===== config.mk =====
export PLATFORM = sky130hd
export DESIGN_NAME = usf_serial_engine
export DESIGN_NICKNAME = d
export VERILOG_FILES = /design/src/rtl/usf_pkg.sv /design/src/rtl/usf_serial_engine.sv
export SDC_FILE = /design/constraint.sdc
export NUM_CORES = 1
export LEC_CHECK = 0
export BUFFER_PORTS_ARGS = -buffer_cell sky130_fd_sc_hd__buf_2
export CORE_ASPECT_RATIO = 1.25
export CORE_MARGIN = 5
export CORE_UTILIZATION = 40
export CTS_CLUSTER_SIZE = 24
export DETAILED_ROUTE_END_ITERATION = 7
export GPL_ROUTABILITY_DRIVEN = 0
export GPL_TIMING_DRIVEN = 0
export SETUP_SLACK_MARGIN = 0.05
export SYNTH_ARGS = -nofsm -noshare
export SYNTH_HDL_FRONTEND = slang
export SYNTH_SLANG_ARGS = --single-unit

===== constraint.sdc =====
create_clock -name mclk -period 3.8 [get_ports mclk]
set_input_delay 0.38 -clock mclk [delete_from_list [all_inputs] [get_ports mclk]]
set_output_delay 0.38 -clock mclk [all_outputs]
set_load 0.01 [all_outputs]

===== src/rtl/usf_pkg.sv =====
// Package for the asynchronous serial frame engine: register map, fields, types
package usf_pkg;
	// Register byte addresses
	localparam logic [7:0] ADDR_STATUS = 8'h00;
	localparam logic [7:0] ADDR_DATA = 8'h04;
	localparam logic [7:0] ADDR_CTRL1 = 8'h08;
	localparam logic [7:0] ADDR_CTRL2 = 8'h0c;
	localparam logic [7:0] ADDR_BAUD = 8'h10;
	// Status field positions
	localparam int ST_TXEMPTY = 7;
	localparam int ST_TXDONE = 6;
	localparam int ST_RXFULL = 5;
	localparam int ST_IDLE = 4;
	localparam int ST_OVERRUN = 3;
	localparam int ST_NOISE = 2;
	localparam int ST_FRAMING = 1;
	localparam int ST_PARITY = 0;
	// Control one field positions
	localparam int C1_RXNINTH = 7;
	localparam int C1_TXNINTH = 6;
	localparam int C1_WORD9 = 4;
	localparam int C1_PARITYEN = 2;
	localparam int C1_PARITYSEL = 1;
	// Control two field positions
	localparam int C2_TXEIE = 7;
	localparam int C2_TX_COMPLETE_IRQ_ENABLE = 6;
	localparam int C2_RIE = 5;
	localparam int C2_IDLE_LINE_IRQ_ENABLE = 4;
	localparam int C2_TXEN = 3;
	localparam int C2_RXEN = 2;
	localparam int C2_BREAK = 0;
	// Baud select fields: common prescaler, tx and rx power-of-two dividers
	localparam int BD_PRE_LO = 0;
	localparam int BD_TX_LO = 2;
	localparam int BD_RX_LO = 5;
	// Reset values
	localparam logic [7:0] BAUD_RESET = 8'h00;
	// Common prescaler values 1, 3, 4, 13
	localparam logic [10:0] PRE_0 = 11'h001;
	localparam logic [10:0] PRE_1 = 11'h003;
	localparam logic [10:0] PRE_2 = 11'h004;
	localparam logic [10:0] PRE_3 = 11'h00d;
	// Oversampling: 16 ticks per bit, majority of samples 8, 9, 10
	localparam logic [3:0] SUB_LAST = 4'hf;
	localparam logic [3:0] SAMP_FIRST = 4'h7;
	localparam logic [3:0] SAMP_LAST = 4'h9;
	// Frame lengths in bits and idle detection length in ticks
	localparam logic [3:0] FRAME_BITS8 = 4'ha;
	localparam logic [3:0] FRAME_BITS9 = 4'hb;
	localparam logic [7:0] IDLE_TICKS8 = 8'h9f;
	localparam logic [7:0] IDLE_TICKS9 = 8'haf;
	// AXI responses
	localparam logic [1:0] RESP_OKAY = 2'h0;
	localparam logic [1:0] RESP_SLVERR = 2'h2;

	typedef enum logic {TX_QUIET, TX_SHIFT} usf_tx_type;
	typedef enum logic {RX_HUNT, RX_FRAME} usf_rx_type;

	typedef struct packed {
		logic awReady;
		logic wReady;
		logic awHave;
		logic wHave;
		logic [7:0] wAddr;
		logic [31:0] wData;
		logic [3:0] wStrb;
		logic bValid;
		logic [1:0] bResp;
		logic arReady;
		logic rValid;
		logic [31:0] rData;
		logic [1:0] rResp;
		logic statusSeen;
		logic [7:0] ctrl1;
		logic [7:0] ctrl2;
		logic [7:0] baud;
		logic [7:0] status;
		logic rxNinth;
		logic [7:0] rxBuf;
		logic txEnPrev;
		logic idlePending;
		logic holdFull;
		logic [8:0] holdData;
		usf_tx_type txState;
		logic [10:0] txShift;
		logic [3:0] txBits;
		logic [3:0] txSub;
		logic txWasBreak;
		logic txEndsWord;
		logic [10:0] txCnt;
		logic rxMeta;
		logic rxSync;
		usf_rx_type rxState;
		logic [3:0] rxSub;
		logic [3:0] rxIdx;
		logic [8:0] rxShift;
		logic [1:0] rxSamp;
		logic rxNoise;
		logic [10:0] rxCnt;
		logic idleArmed;
		logic [7:0] idleCnt;
		logic serialOut;
		logic serialOutEnN;
		logic irqReq;
	} usf_state_type;
endpackage


===== src/rtl/usf_serial_engine.sv =====
// Asynchronous serial frame engine with AXI4-Lite register access
//
// Added by the designer: the AXI4-Lite interface to the registers and the register offsets.
module usf_serial_engine
	import usf_pkg::*;
(
	// Clock and reset
	input wire logic mclk,
	input wire logic rst,
	// AXI4-Lite write address and data
	input wire logic s_axi_awvalid,
	output logic s_axi_awready,
	input wire logic [7:0] s_axi_awaddr,
	input wire logic [2:0] s_axi_awprot,
	input wire logic s_axi_wvalid,
	output logic s_axi_wready,
	input wire logic [31:0] s_axi_wdata,
	input wire logic [3:0] s_axi_wstrb,
	// AXI4-Lite write response
	output logic s_axi_bvalid,
	input wire logic s_axi_bready,
	output logic [1:0] s_axi_bresp,
	// AXI4-Lite read address and data
	input wire logic s_axi_arvalid,
	output logic s_axi_arready,
	input wire logic [7:0] s_axi_araddr,
	input wire logic [2:0] s_axi_arprot,
	output logic s_axi_rvalid,
	input wire logic s_axi_rready,
	output logic [31:0] s_axi_rdata,
	output logic [1:0] s_axi_rresp,
	// Processor global interrupt mask and request
	input wire logic globalIrqMask,
	output logic irqReq,
	// Serial pins
	input wire logic serialInPin,
	output logic serialOut,
	output logic serialOutEnN
);
	usf_state_type s_r;
	usf_state_type s_nxt;
	logic [10:0] txLimit;
	logic [10:0] rxLimit;
	logic txTick;
	logic rxTick;
	logic wrDo;
	logic [8:0] txWord;
	logic [2:0] samp;
	logic majority;
	logic noisy;
	logic [8:0] rxWord;
	logic rxParityBad;
	logic [3:0] dataBits;
	logic [31:0] readMux;
	logic [1:0] readResp;

	// Tick period in clocks is prescaler times power-of-two divider
	function automatic logic [10:0] baudLimit(input logic [1:0] pre, input logic [2:0] ex);
		logic [10:0] p;
		unique case (pre)
			2'h0: p = PRE_0;
			2'h1: p = PRE_1;
			2'h2: p = PRE_2;
			2'h3: p = PRE_3;
		endcase
		return (p << ex) - 11'h001;
	endfunction

	// Independent dividers, each feeding its own 16x oversample tick
	assign txLimit = baudLimit(s_r.baud[BD_PRE_LO +: 2], s_r.baud[BD_TX_LO +: 3]);
	assign rxLimit = baudLimit(s_r.baud[BD_PRE_LO +: 2], s_r.baud[BD_RX_LO +: 3]);
	assign txTick = (s_r.txCnt == txLimit);
	assign rxTick = (s_r.rxCnt == rxLimit);
	assign wrDo = s_r.awHave && s_r.wHave;
	assign dataBits = s_r.ctrl1[C1_WORD9] ? 4'h9 : 4'h8;

	// Held word with parity replacing the top data bit when enabled
	always_comb begin
		txWord = s_r.holdData;
		if (s_r.ctrl1[C1_PARITYEN]) begin
			if (s_r.ctrl1[C1_WORD9]) begin
				txWord[8] = ^s_r.holdData[7:0] ^ s_r.ctrl1[C1_PARITYSEL];
			end else begin
				txWord[7] = ^s_r.holdData[6:0] ^ s_r.ctrl1[C1_PARITYSEL];
			end
		end
	end

	// Three-sample majority vote over samples 8, 9 and 10
	assign samp = {s_r.rxSamp, s_r.rxSync};
	assign majority = (samp[0] & samp[1]) | (samp[0] & samp[2]) | (samp[1] & samp[2]);
	assign noisy = !(samp == 3'h0 || samp == 3'h7);

	// Received word aligned to bit 0; 8-bit frames leave it in the top bits
	assign rxWord = s_r.ctrl1[C1_WORD9] ? s_r.rxShift : {1'b0, s_r.rxShift[8:1]};
	assign rxParityBad = s_r.ctrl1[C1_PARITYEN] && ((^rxWord) != s_r.ctrl1[C1_PARITYSEL]);

	// Read data selection; unmapped addresses answer with an error
	always_comb begin
		readMux = 32'h0000_0000;
		readResp = RESP_OKAY;
		unique case (s_axi_araddr)
			ADDR_STATUS: readMux[7:0] = s_r.status;
			ADDR_DATA: readMux[7:0] = s_r.rxBuf;
			ADDR_CTRL1: begin
				readMux[7:0] = s_r.ctrl1;
				readMux[C1_RXNINTH] = s_r.rxNinth;
			end
			ADDR_CTRL2: readMux[7:0] = s_r.ctrl2;
			ADDR_BAUD: readMux[7:0] = s_r.baud;
			default: readResp = RESP_SLVERR;
		endcase
	end

	// Next state of the whole block
	always_comb begin
		s_nxt = s_r;
		// Pin synchroniser: the first stage feeds only the second
		s_nxt.rxMeta = serialInPin;
		s_nxt.rxSync = s_r.rxMeta;
		s_nxt.txCnt = txTick ? 11'h000 : s_r.txCnt + 11'h001;
		s_nxt.rxCnt = rxTick ? 11'h000 : s_r.rxCnt + 11'h001;

		// Write address and data are taken independently, in either order
		if (s_r.awReady && s_axi_awvalid) begin
			s_nxt.awReady = 1'b0;
			s_nxt.awHave = 1'b1;
			s_nxt.wAddr = s_axi_awaddr;
		end
		if (s_r.wReady && s_axi_wvalid) begin
			s_nxt.wReady = 1'b0;
			s_nxt.wHave = 1'b1;
			s_nxt.wData = s_axi_wdata;
			s_nxt.wStrb = s_axi_wstrb;
		end
		if (wrDo) begin
			s_nxt.awHave = 1'b0;
			s_nxt.wHave = 1'b0;
			s_nxt.bValid = 1'b1;
			s_nxt.bResp = RESP_OKAY;
			unique case (s_r.wAddr)
				ADDR_STATUS: begin
					s_nxt.bResp = RESP_OKAY;
				end
				ADDR_DATA: begin
					if (s_r.wStrb[0]) begin
						// Word waits here until the shifter is free
						s_nxt.holdData = {s_r.ctrl1[C1_TXNINTH], s_r.wData[7:0]};
						s_nxt.holdFull = 1'b1;
						if (s_r.statusSeen) begin
							s_nxt.status[ST_TXEMPTY] = 1'b0;
							s_nxt.status[ST_TXDONE] = 1'b0;
						end
						s_nxt.statusSeen = 1'b0;
					end
				end
				ADDR_CTRL1: begin
					if (s_r.wStrb[0]) begin
						s_nxt.ctrl1 = s_r.wData[7:0] & 8'h56;
					end
				end
				ADDR_CTRL2: begin
					if (s_r.wStrb[0]) begin
						s_nxt.ctrl2 = s_r.wData[7:0] & 8'hfd;
					end
				end
				ADDR_BAUD: begin
					if (s_r.wStrb[0]) begin
						s_nxt.baud = s_r.wData[7:0];
					end
				end
				default: s_nxt.bResp = RESP_SLVERR;
			endcase
		end
		if (s_r.bValid && s_axi_bready) begin
			s_nxt.bValid = 1'b0;
			s_nxt.awReady = 1'b1;
			s_nxt.wReady = 1'b1;
		end

		// Reads answer one cycle after the address is taken
		if (s_r.arReady && s_axi_arvalid) begin
			s_nxt.arReady = 1'b0;
			s_nxt.rValid = 1'b1;
			s_nxt.rData = readMux;
			s_nxt.rResp = readResp;
			if (s_axi_araddr == ADDR_STATUS) begin
				s_nxt.statusSeen = 1'b1;
			end
			if (s_axi_araddr == ADDR_DATA && s_r.statusSeen) begin
				s_nxt.status[ST_RXFULL] = 1'b0;
				s_nxt.status[ST_OVERRUN] = 1'b0;
				s_nxt.status[ST_NOISE] = 1'b0;
				s_nxt.status[ST_FRAMING] = 1'b0;
				s_nxt.status[ST_PARITY] = 1'b0;
				s_nxt.status[ST_IDLE] = 1'b0;
				s_nxt.statusSeen = 1'b0;
			end
		end
		if (s_r.rValid && s_axi_rready) begin
			s_nxt.rValid = 1'b0;
			s_nxt.arReady = 1'b1;
		end

		// Enable rising edge queues an idle frame and drops a held word
		s_nxt.txEnPrev = s_r.ctrl2[C2_TXEN];
		if (s_r.ctrl2[C2_TXEN] && !s_r.txEnPrev) begin
			s_nxt.idlePending = 1'b1;
			s_nxt.holdFull = 1'b0;
			s_nxt.status[ST_TXEMPTY] = 1'b1;
		end

		// Transmitter: the hardware sets below win over software clears above
		unique case (s_r.txState)
			TX_QUIET: begin
				if (s_r.ctrl2[C2_TXEN]) begin
					s_nxt.txSub = 4'h0;
					s_nxt.txCnt = 11'h000;
					s_nxt.txBits = s_r.ctrl1[C1_WORD9] ? FRAME_BITS9 : FRAME_BITS8;
					if (s_r.idlePending || s_nxt.idlePending) begin
						s_nxt.idlePending = 1'b0;
						s_nxt.txShift = 11'h7ff;
						s_nxt.txEndsWord = 1'b0;
						s_nxt.txState = TX_SHIFT;
					end else if (s_r.ctrl2[C2_BREAK]) begin
						s_nxt.txShift = 11'h000;
						s_nxt.txWasBreak = 1'b1;
						s_nxt.txEndsWord = 1'b1;
						s_nxt.txState = TX_SHIFT;
					end else if (s_r.txWasBreak) begin
						// Single mark after the last break frame
						s_nxt.txShift = 11'h7ff;
						s_nxt.txBits = 4'h1;
						s_nxt.txWasBreak = 1'b0;
						s_nxt.txEndsWord = 1'b0;
						s_nxt.txState = TX_SHIFT;
					end else if (s_r.holdFull) begin
						// Stop high, data LSB first, start low
						if (s_r.ctrl1[C1_WORD9]) begin
							s_nxt.txShift = {1'b1, txWord, 1'b0};
						end else begin
							s_nxt.txShift = {2'h3, txWord[7:0], 1'b0};
						end
						s_nxt.holdFull = 1'b0;
						s_nxt.status[ST_TXEMPTY] = 1'b1;
						s_nxt.txEndsWord = 1'b1;
						s_nxt.txState = TX_SHIFT;
					end
				end
			end
			TX_SHIFT: begin
				if (txTick) begin
					s_nxt.txSub = s_r.txSub + 4'h1;
					if (s_r.txSub == SUB_LAST) begin
						s_nxt.txShift = {1'b1, s_r.txShift[10:1]};
						s_nxt.txBits = s_r.txBits - 4'h1;
						if (s_r.txBits == 4'h1) begin
							s_nxt.txState = TX_QUIET;
							if (s_r.txEndsWord) begin
								s_nxt.status[ST_TXDONE] = 1'b1;
							end
						end
					end
				end
			end
		endcase

		// Receiver: hunts for a low sample, then votes every bit
		if (!s_r.ctrl2[C2_RXEN]) begin
			s_nxt.rxState = RX_HUNT;
			s_nxt.idleArmed = 1'b1;
			s_nxt.idleCnt = 8'h00;
		end else if (rxTick) begin
			unique case (s_r.rxState)
				RX_HUNT: begin
					if (!s_r.rxSync) begin
						s_nxt.rxState = RX_FRAME;
						s_nxt.rxSub = 4'h1;
						s_nxt.rxIdx = 4'h0;
						s_nxt.idleCnt = 8'h00;
					end else if (s_r.idleArmed) begin
						s_nxt.idleCnt = s_r.idleCnt + 8'h01;
						// A whole frame time of ones counts as one idle character
						if (s_r.idleCnt == (s_r.ctrl1[C1_WORD9] ? IDLE_TICKS9 : IDLE_TICKS8)) begin
							s_nxt.status[ST_IDLE] = 1'b1;
							s_nxt.idleArmed = 1'b0;
							s_nxt.idleCnt = 8'h00;
						end
					end
				end
				RX_FRAME: begin
					s_nxt.rxSub = s_r.rxSub + 4'h1;
					if (s_r.rxSub >= SAMP_FIRST && s_r.rxSub < SAMP_LAST) begin
						s_nxt.rxSamp = {s_r.rxSamp[0], s_r.rxSync};
					end
					if (s_r.rxSub == SAMP_LAST) begin
						if (s_r.rxIdx == 4'h0) begin
							// A false start is dropped; its noise shows with the next character
							s_nxt.rxNoise = s_r.rxNoise | noisy;
							if (majority) begin
								s_nxt.rxState = RX_HUNT;
							end
						end else if (s_r.rxIdx <= dataBits) begin
							s_nxt.rxShift = {majority, s_r.rxShift[8:1]};
							s_nxt.rxNoise = s_r.rxNoise | noisy;
						end else begin
							// Stop sampled: end early to leave room for clock drift
							s_nxt.rxState = RX_HUNT;
							s_nxt.idleArmed = 1'b1;
							s_nxt.rxNoise = 1'b0;
							if (s_nxt.status[ST_RXFULL]) begin
								s_nxt.status[ST_OVERRUN] = 1'b1;
							end else begin
								s_nxt.rxBuf = rxWord[7:0];
								s_nxt.rxNinth = s_r.ctrl1[C1_WORD9] & rxWord[8];
								s_nxt.status[ST_RXFULL] = 1'b1;
								s_nxt.status[ST_FRAMING] = !majority;
								s_nxt.status[ST_NOISE] = s_r.rxNoise | noisy;
								s_nxt.status[ST_PARITY] = rxParityBad;
							end
						end
					end
					if (s_r.rxSub == SUB_LAST) begin
						s_nxt.rxSub = 4'h0;
						s_nxt.rxIdx = s_r.rxIdx + 4'h1;
					end
				end
			endcase
		end

		// Pin belongs to the block while either direction is enabled
		s_nxt.serialOutEnN = !(s_nxt.ctrl2[C2_TXEN] || s_nxt.ctrl2[C2_RXEN]);
		s_nxt.serialOut = (s_nxt.txState == TX_SHIFT) ? s_nxt.txShift[0] :
			!(s_nxt.ctrl2[C2_TXEN] && s_nxt.ctrl2[C2_BREAK] && s_nxt.txWasBreak);
		// One request line, gated by the processor mask
		s_nxt.irqReq = !globalIrqMask && (
			(s_nxt.status[ST_TXEMPTY] && s_nxt.ctrl2[C2_TXEIE]) ||
			(s_nxt.status[ST_TXDONE] && s_nxt.ctrl2[C2_TX_COMPLETE_IRQ_ENABLE]) ||
			((s_nxt.status[ST_RXFULL] || s_nxt.status[ST_OVERRUN]) &&
				s_nxt.ctrl2[C2_RIE]) ||
			(s_nxt.status[ST_IDLE] && s_nxt.ctrl2[C2_IDLE_LINE_IRQ_ENABLE]));
	end

	// State register with synchronous reset
	always_ff @(posedge mclk) begin
		if (rst) begin
			s_r <= '0;
			s_r.awReady <= 1'b1;
			s_r.wReady <= 1'b1;
			s_r.arReady <= 1'b1;
			s_r.baud <= BAUD_RESET;
			s_r.status[ST_TXEMPTY] <= 1'b1;
			s_r.status[ST_TXDONE] <= 1'b1;
			s_r.rxMeta <= 1'b1;
			s_r.rxSync <= 1'b1;
			s_r.serialOut <= 1'b1;
			s_r.serialOutEnN <= 1'b1;
			s_r.txState <= TX_QUIET;
			s_r.rxState <= RX_HUNT;
		end else begin
			s_r <= s_nxt;
		end
	end

	// Outputs straight from the state register
	assign s_axi_awready = s_r.awReady;
	assign s_axi_wready = s_r.wReady;
	assign s_axi_bvalid = s_r.bValid;
	assign s_axi_bresp = s_r.bResp;
	assign s_axi_arready = s_r.arReady;
	assign s_axi_rvalid = s_r.rValid;
	assign s_axi_rdata = s_r.rData;
	assign s_axi_rresp = s_r.rResp;
	assign irqReq = s_r.irqReq;
	assign serialOut = s_r.serialOut;
	assign serialOutEnN = s_r.serialOutEnN;
endmodule


==> results of run 1 <==
-- sequential cells by signal (all words and copies together), names as in the netlist --
name	cells
s_nxt	2
s_axi_wready	1
s_axi_bresp	1
s_axi_arready	1
s_axi_rvalid	1
irqReq	1
s_axi_bvalid	1
s_axi_rresp	1
serialOutEnN	1
s_axi_awready	1
s_axi_rdata	8
s_r	142
serialOut	1
-- power breakdown --
group / leakage, nW / total, mW / switching (mW) / internal [mW]
clock network: 0.293 / 1.77 / 0.812 / 0.954
registers: 1.31 / 1.75 / 0.0266 / 1.72
logic: 2.40 / 0.205 / 0.119 / 0.0856
-- layout make-up --
type	count	area (um^2)
flip-flops and latches	162	3248
plain buffers	105	656.9
clock buffers	18	439.2
fillers	2187	11580
inverters	30	112.6
clock inverters	14	167.7
well taps	283	354.1
multi-input cells	832	5426
repair buffers	65	375.4
-- worst max path at each step --
stage | to | cells after the start | slack, ps
2_1_floorplan | s_r[92] | 15 | 420
3_5_place_dp | s_r[72] | 13 | -540
3_3_place_gp | s_r[72] | 15 | -510
5_1_grt | s_r[76] | 16 | -10
6_report | s_r[27] | 15 | 170
4_1_cts | s_r[55] | 15 | 50
-- through the flow --
step | total power, mW | setup TNS (ps)
finish | 3.719 | 0
global route | 3.854 | -11.55
CTS | 3.743 | 0
detailed placement | 1.987 | -25500
global placement | 1.986 | -22980
floorplan | 1.909 | 0
-- cells in the final DEF (no fill, tap or decap), types with 40 or more instances in the layout --
master | Yosys | layout
dfxtp_1 | 162 | 160
nand2_1 | 109 | 108
buf_4 | 40 | 54
buf_2 | 17 | 60
mux2i_1 | 40 | 40
a21oi_1 | 79 | 79
nand3_1 | 49 | 48
nor2_1 | 102 | 101
o21ai_0 | 57 | 57
-- cell families after synthesis --
| kind of cell | synth area share |
|---|---|
| mux | 0.06964 |
| fa+ha+maj | 0.02244 |
| xor+xnor | 0.05103 |
| other cells | 0.0004101 |
| buf+inv | 0.07826 |
| simple gates | 0.2463 |
| compound gates | 0.1773 |
| flops | 0.3546 |
-- repair_timing --
item / 4_1_cts / 5_1_grt
pin swaps: 7 / 6
gates cloned: 0 / 1
buffers inserted: 9 / 5
gates resized for setup: 23 / 40
hold endpoints to repair: 0 / 0
setup endpoints to repair: 88 / 72
-- routing by layer --
| layer | part of all wire | routed length [um] | GRT usage |
|---|---|---|---|
| met1 | 0.45 | 11810 | 0.2454 |
| met2 | 0.48 | 12580 | 0.3392 |
| met3 | 0.036 | 934 | 0.02528 |
| met4 | 0.033 | 867 | 0.08320 |
| met5 | 0 | 0 | 0 |
==> out/summary.txt, run 1 <==
fraction of registers with async set or reset after synthesis - 0
Post-synth top cells - 162 x dfxtp_1, 109 x nand2_1, 102 x nor2_1
final setup vio count - 0
via count - 8,289
Yosys top cell area share - 0.3546
worst slew pin tran - 1217 ps
R2R Path Start - s_r[108]
Post-Layout Inst Area - 10,780 um^2
drt first pass iters - 5
Reg2Reg Depth - 15
Placed Instances - 1,464
vias in the first global route - 7,828
Die H - 179.1 um
synth warn - 0
CTS sink cnt - 162
fin crit period - 3629 ps
P_leak - 4.005 nW
first-pass GRT wire length - 41,340 um
Final ANT Viol Nets - 0
DR iter-0 viols - 609
share of cells above drive strength 1 - 0.1835
worst skew pair latency - 440 ps
clock root buffer - clkbuf_16
Worst VDD drop - 0.3700 mV
count leader, synth - dfxtp_1
Area contributors post-synth - dfxtp_1 35%, nand2_1 4.5%, mux2i_1 4.4%, a21oi_1 4.3%, nor2_1 4.2%
final wirelength - 26,190 um
Hold Violations, Final - 0
WS Path Type - reg2reg
Routed WL per cell - 17.36 um
Primary FF master, synth - dfxtp_1
largest fanout on the critical path - 10
cell area after placement - 9843 um^2
FF-to-FF End - s_r[27]
Data required, critical path - 4100 ps
status - finished clean
Post-synth EDFFs - 0
Post-Syn Area - 9145 um^2
hold path cells - 2
pre-CTS WS - -541.0 ps
Area growth syn-to-layout - 17.88%
Starting Density - 0.4089
max-capacitance violation count - 0
Critical Path Max Stage Delay - 580 ps
Non-Filler Instances - 1,509
Clock Pin Slew Worst Setup and Hold Paths - 70 ps
die area - 26,010 um^2
antenna cells - 0
port buffer count - 50
Avg Inst Size Synth - 8.269 um^2
total CTS buffers - 17
dpl hpwl - 19,030 um
CP Capture Type - flop
register area share after synthesis - 0.3546
Crit-path slowest cell - or4b_4
relative slew slack - 0.1822
CORE AREA - 22,360 um^2
largest net degree at the start of global routing - 20
Worst Setup SP - s_r[108]
worst hold start - s_axi_wvalid
crit-path cells - buf_6 -> buf_6 -> buf_8 -> maj3_1 -> nand3_1 -> ha_1 -> xnor2_1 -> a31oi_1 -> nand3_1 -> nor4_4 -> or4b_4 -> nor4_4 -> buf_4 -> mux2i_1 -> nor2_1
grt ovf - 0
CP Data Arrival Time - 3930 ps
Vias/cell - 5.493
nets - 1,294
num ports - 111
final core utilization - 0.4821
Seq cells post-synth - 162
Synth area leader - dfxtp_1
number of core rows - 61
Setup Skew - 11.83 ps
worst hold margin - 147.6 ps
H-tree Lvls - 4
Syn Inst Count - 1,106
HP Class - in2reg
R2R setup slack - 170 ps
Tcrit/Tclk final - 0.9551
PwrDens - 345.0 nW/um^2
Highest Clock Rate - 275.5 MHz
startpoint types - flop
Max clock buf depth - 2
DRC Markers - 0
Final WS setup - 170.8 ps
critical path's top delay family - simple AND/OR/NAND/NOR gates
synth unique cells - 88
WP buf/inv - 4
initial antenna violation count - 0
Hold Crit Endpoint - s_axi_wready
# hold bufs at CTS - 0
gr usage total - 0.1956
Slew Limit Fails - 0
CTS tree - built
Die X-Extent - 145.2 um
Note: power is estimated with default switching activity, not from simulation.
==> run 2, diff against run 1 <==
==> constraint.sdc (replaced) <==
create_clock -name mclk -period 3.5 [get_ports mclk]
set_input_delay 0.35 -clock mclk [delete_from_list [all_inputs] [get_ports mclk]]
set_output_delay 0.35 -clock mclk [all_outputs]
set_load 0.01 [all_outputs]
==> run 2 against run 1 <==
  * Worst setup slack worse by 84 ps
  * Final cell count up 1.8%
  * Sequential cell count did not move
  * Register-to-register slack got worse by 80 ps
  * Sequential share of layout area shrank 1.2 points
  * Utilization is 2.0 points higher
  * Combinational power grew 11%
  * Cell area rose by 4.2%
  * Global-route usage grew 0.51 points
  * Wire length rose by 2.7%
  * Die area stayed put
  * First-iteration DRC count shrank 2.5%
  * Largest cell class unchanged
==> out/summary.txt, run 2 (synthesis gave the netlist of run 1 again) <==
final setup vio count - 0
max-capacitance violation count - 0
final wirelength - 26,900 um
worst slew pin tran - 1218 ps
drt first pass iters - 5
Clock Pin Slew Worst Setup and Hold Paths - 70 ps
largest net degree at the start of global routing - 20
DRC Markers - 0
WP buf/inv - 5
Setup Skew - 13.85 ps
CORE AREA - 22,360 um^2
DR iter-0 viols - 594
max reg flops - 142
fin crit period - 3413 ps
Placed Instances - 1,464
Hold Violations, Final - 0
CP Data Arrival Time - 3770 ps
unrepaired setup endpoints after global routing - true
Highest Clock Rate - 293.0 MHz
WS Path Type - reg2reg
most used cell, CP - buf_6
grt ovf - 0
cell area after placement - 9843 um^2
P_leak - 4.209 nW
worst skew pair latency - 440 ps
Routed WL per cell - 17.51 um
Max clock buf depth - 2
total power - 4.042 mW
R2R setup slack - 90 ps
Final ANT Viol Nets - 0
Data required, critical path - 3860 ps
final core utilization - 0.5025
Die X-Extent - 145.2 um
HP Class - in2reg
most common cell after layout, fill and taps aside - dfxtp_1
total CTS buffers - 17
Die H - 179.1 um
most frequent cells in the layout - 157 x dfxtp_1, 107 x nand2_1, 101 x nor2_1, 77 x buf_4, 76 x a21oi_1
first-pass GRT wire length - 42,450 um
relative slew slack - 0.1809
num ports - 111
largest fanout on the critical path - 5
Vias/cell - 5.464
dpl hpwl - 19,030 um
startpoint types - flop
PwrDens - 359.7 nW/um^2
Tcrit/Tclk final - 0.9751
worst hold margin - 118.7 ps
clock root buffer - clkbuf_16
# hold bufs at CTS - 0
vias in the first global route - 8,009
Starting Density - 0.4089
antenna cells - 0
via count - 8,392
number of core rows - 61
critical path's top delay family - simple AND/OR/NAND/NOR gates
CP Capture Type - flop
CTS tree - built
Worst VDD drop - 0.4005 mV
Fill cells - 2,120
status - finished clean
initial antenna violation count - 0
Post-Layout Inst Area - 11,240 um^2
die area - 26,010 um^2
Critical Path Max Stage Delay - 510 ps
share of cells above drive strength 1 - 0.2219
H-tree Lvls - 4
Non-Filler Instances - 1,536
largest reg by FF count - s_r
Crit-path slowest cell - or4_4
CTS sink cnt - 162
crit-path cells - buf_6 -> buf_12 -> inv_8 -> maj3_2 -> nand3_4 -> ha_4 -> xnor2_2 -> a31oi_1 -> nand3_1 -> nor4_4 -> nor4b_4 -> buf_4 -> o2111ai_4 -> buf_6 -> or4_4 -> a21oi_2
Area growth syn-to-layout - 22.89%
gr usage total - 0.2007
port buffer count - 50
Slew Limit Fails - 0
nets - 1,321
run 2: worst reg2reg max path, stage by stage, from the launching register on:
cell       delay (ps)
dfxtp_2           330
buf_6             110
buf_12            110
inv_8              30
maj3_2            320
nand3_4           100
ha_4              200
xnor2_2           120
a31oi_1           130
nand3_1           160
nor4_4            340
nor4b_4           250
buf_4             190
o2111ai_4         140
buf_6             180
or4_4             510
a21oi_2           130
run 2: final cells by class:
class / count / area [um^2] / area share
buffer: 100 / 691.9 / 0.06157
clock buffer: 18 / 439.2 / 0.03908
clock inverter: 14 / 167.7 / 0.01492
inverter: 30 / 120.1 / 0.01069
multi-input combinational: 832 / 5567 / 0.4953
sequential: 162 / 3254 / 0.2896
tap: 283 / 354.1 / 0.03151
timing repair buffer: 97 / 644.4 / 0.05734
run 2: worst paths after layout:
check,startpoint,to,depth (start not counted)
max,s_r[109],s_r[7],16
min,s_axi_wvalid,s_axi_wready,2
min reg2reg,s_nxt[44],s_r[44],1
max reg2reg,s_r[109],s_r[7],16
run 2: metrics by stage:
stage | worst slack (ps) | setup TNS [ps]
detailed placement | -841.0 | -51810
global route | -51.92 | -84.40
CTS | 41.57 | 0
floorplan | 116.8 | 0
finish | 87.08 | 0
global placement | -811.6 | -49120
run 2: report_power, final:
| group | internal (mW) | leakage [nW] | switching, mW |
|---|---|---|---|
| logic | 0.0961 | 2.60 | 0.131 |
| registers | 1.87 | 1.31 | 0.0290 |
| clock network | 1.04 | 0.293 | 0.881 |
| total | 3.00 | 4.21 | 1.04 |
run 2: layer usage:
layer | GRT usage | vias up | wire length (um)
met4 | 0.08009 | 0 | 838
met1 | 0.2510 | 3973 | 11910
met2 | 0.3531 | 195 | 13250
met3 | 0.02402 | 42 | 901
li1 | - | 4182 | -
met5 | 0 | - | 0
run 2: what timing repair did:
item                                    CTS  global route
endpoints found under the setup margin   90            77
hold endpoints to repair                  0             0
pin swaps                                19            31
resized for setup                        70            53
setup buffers                            22            23
gates cloned                              2             0
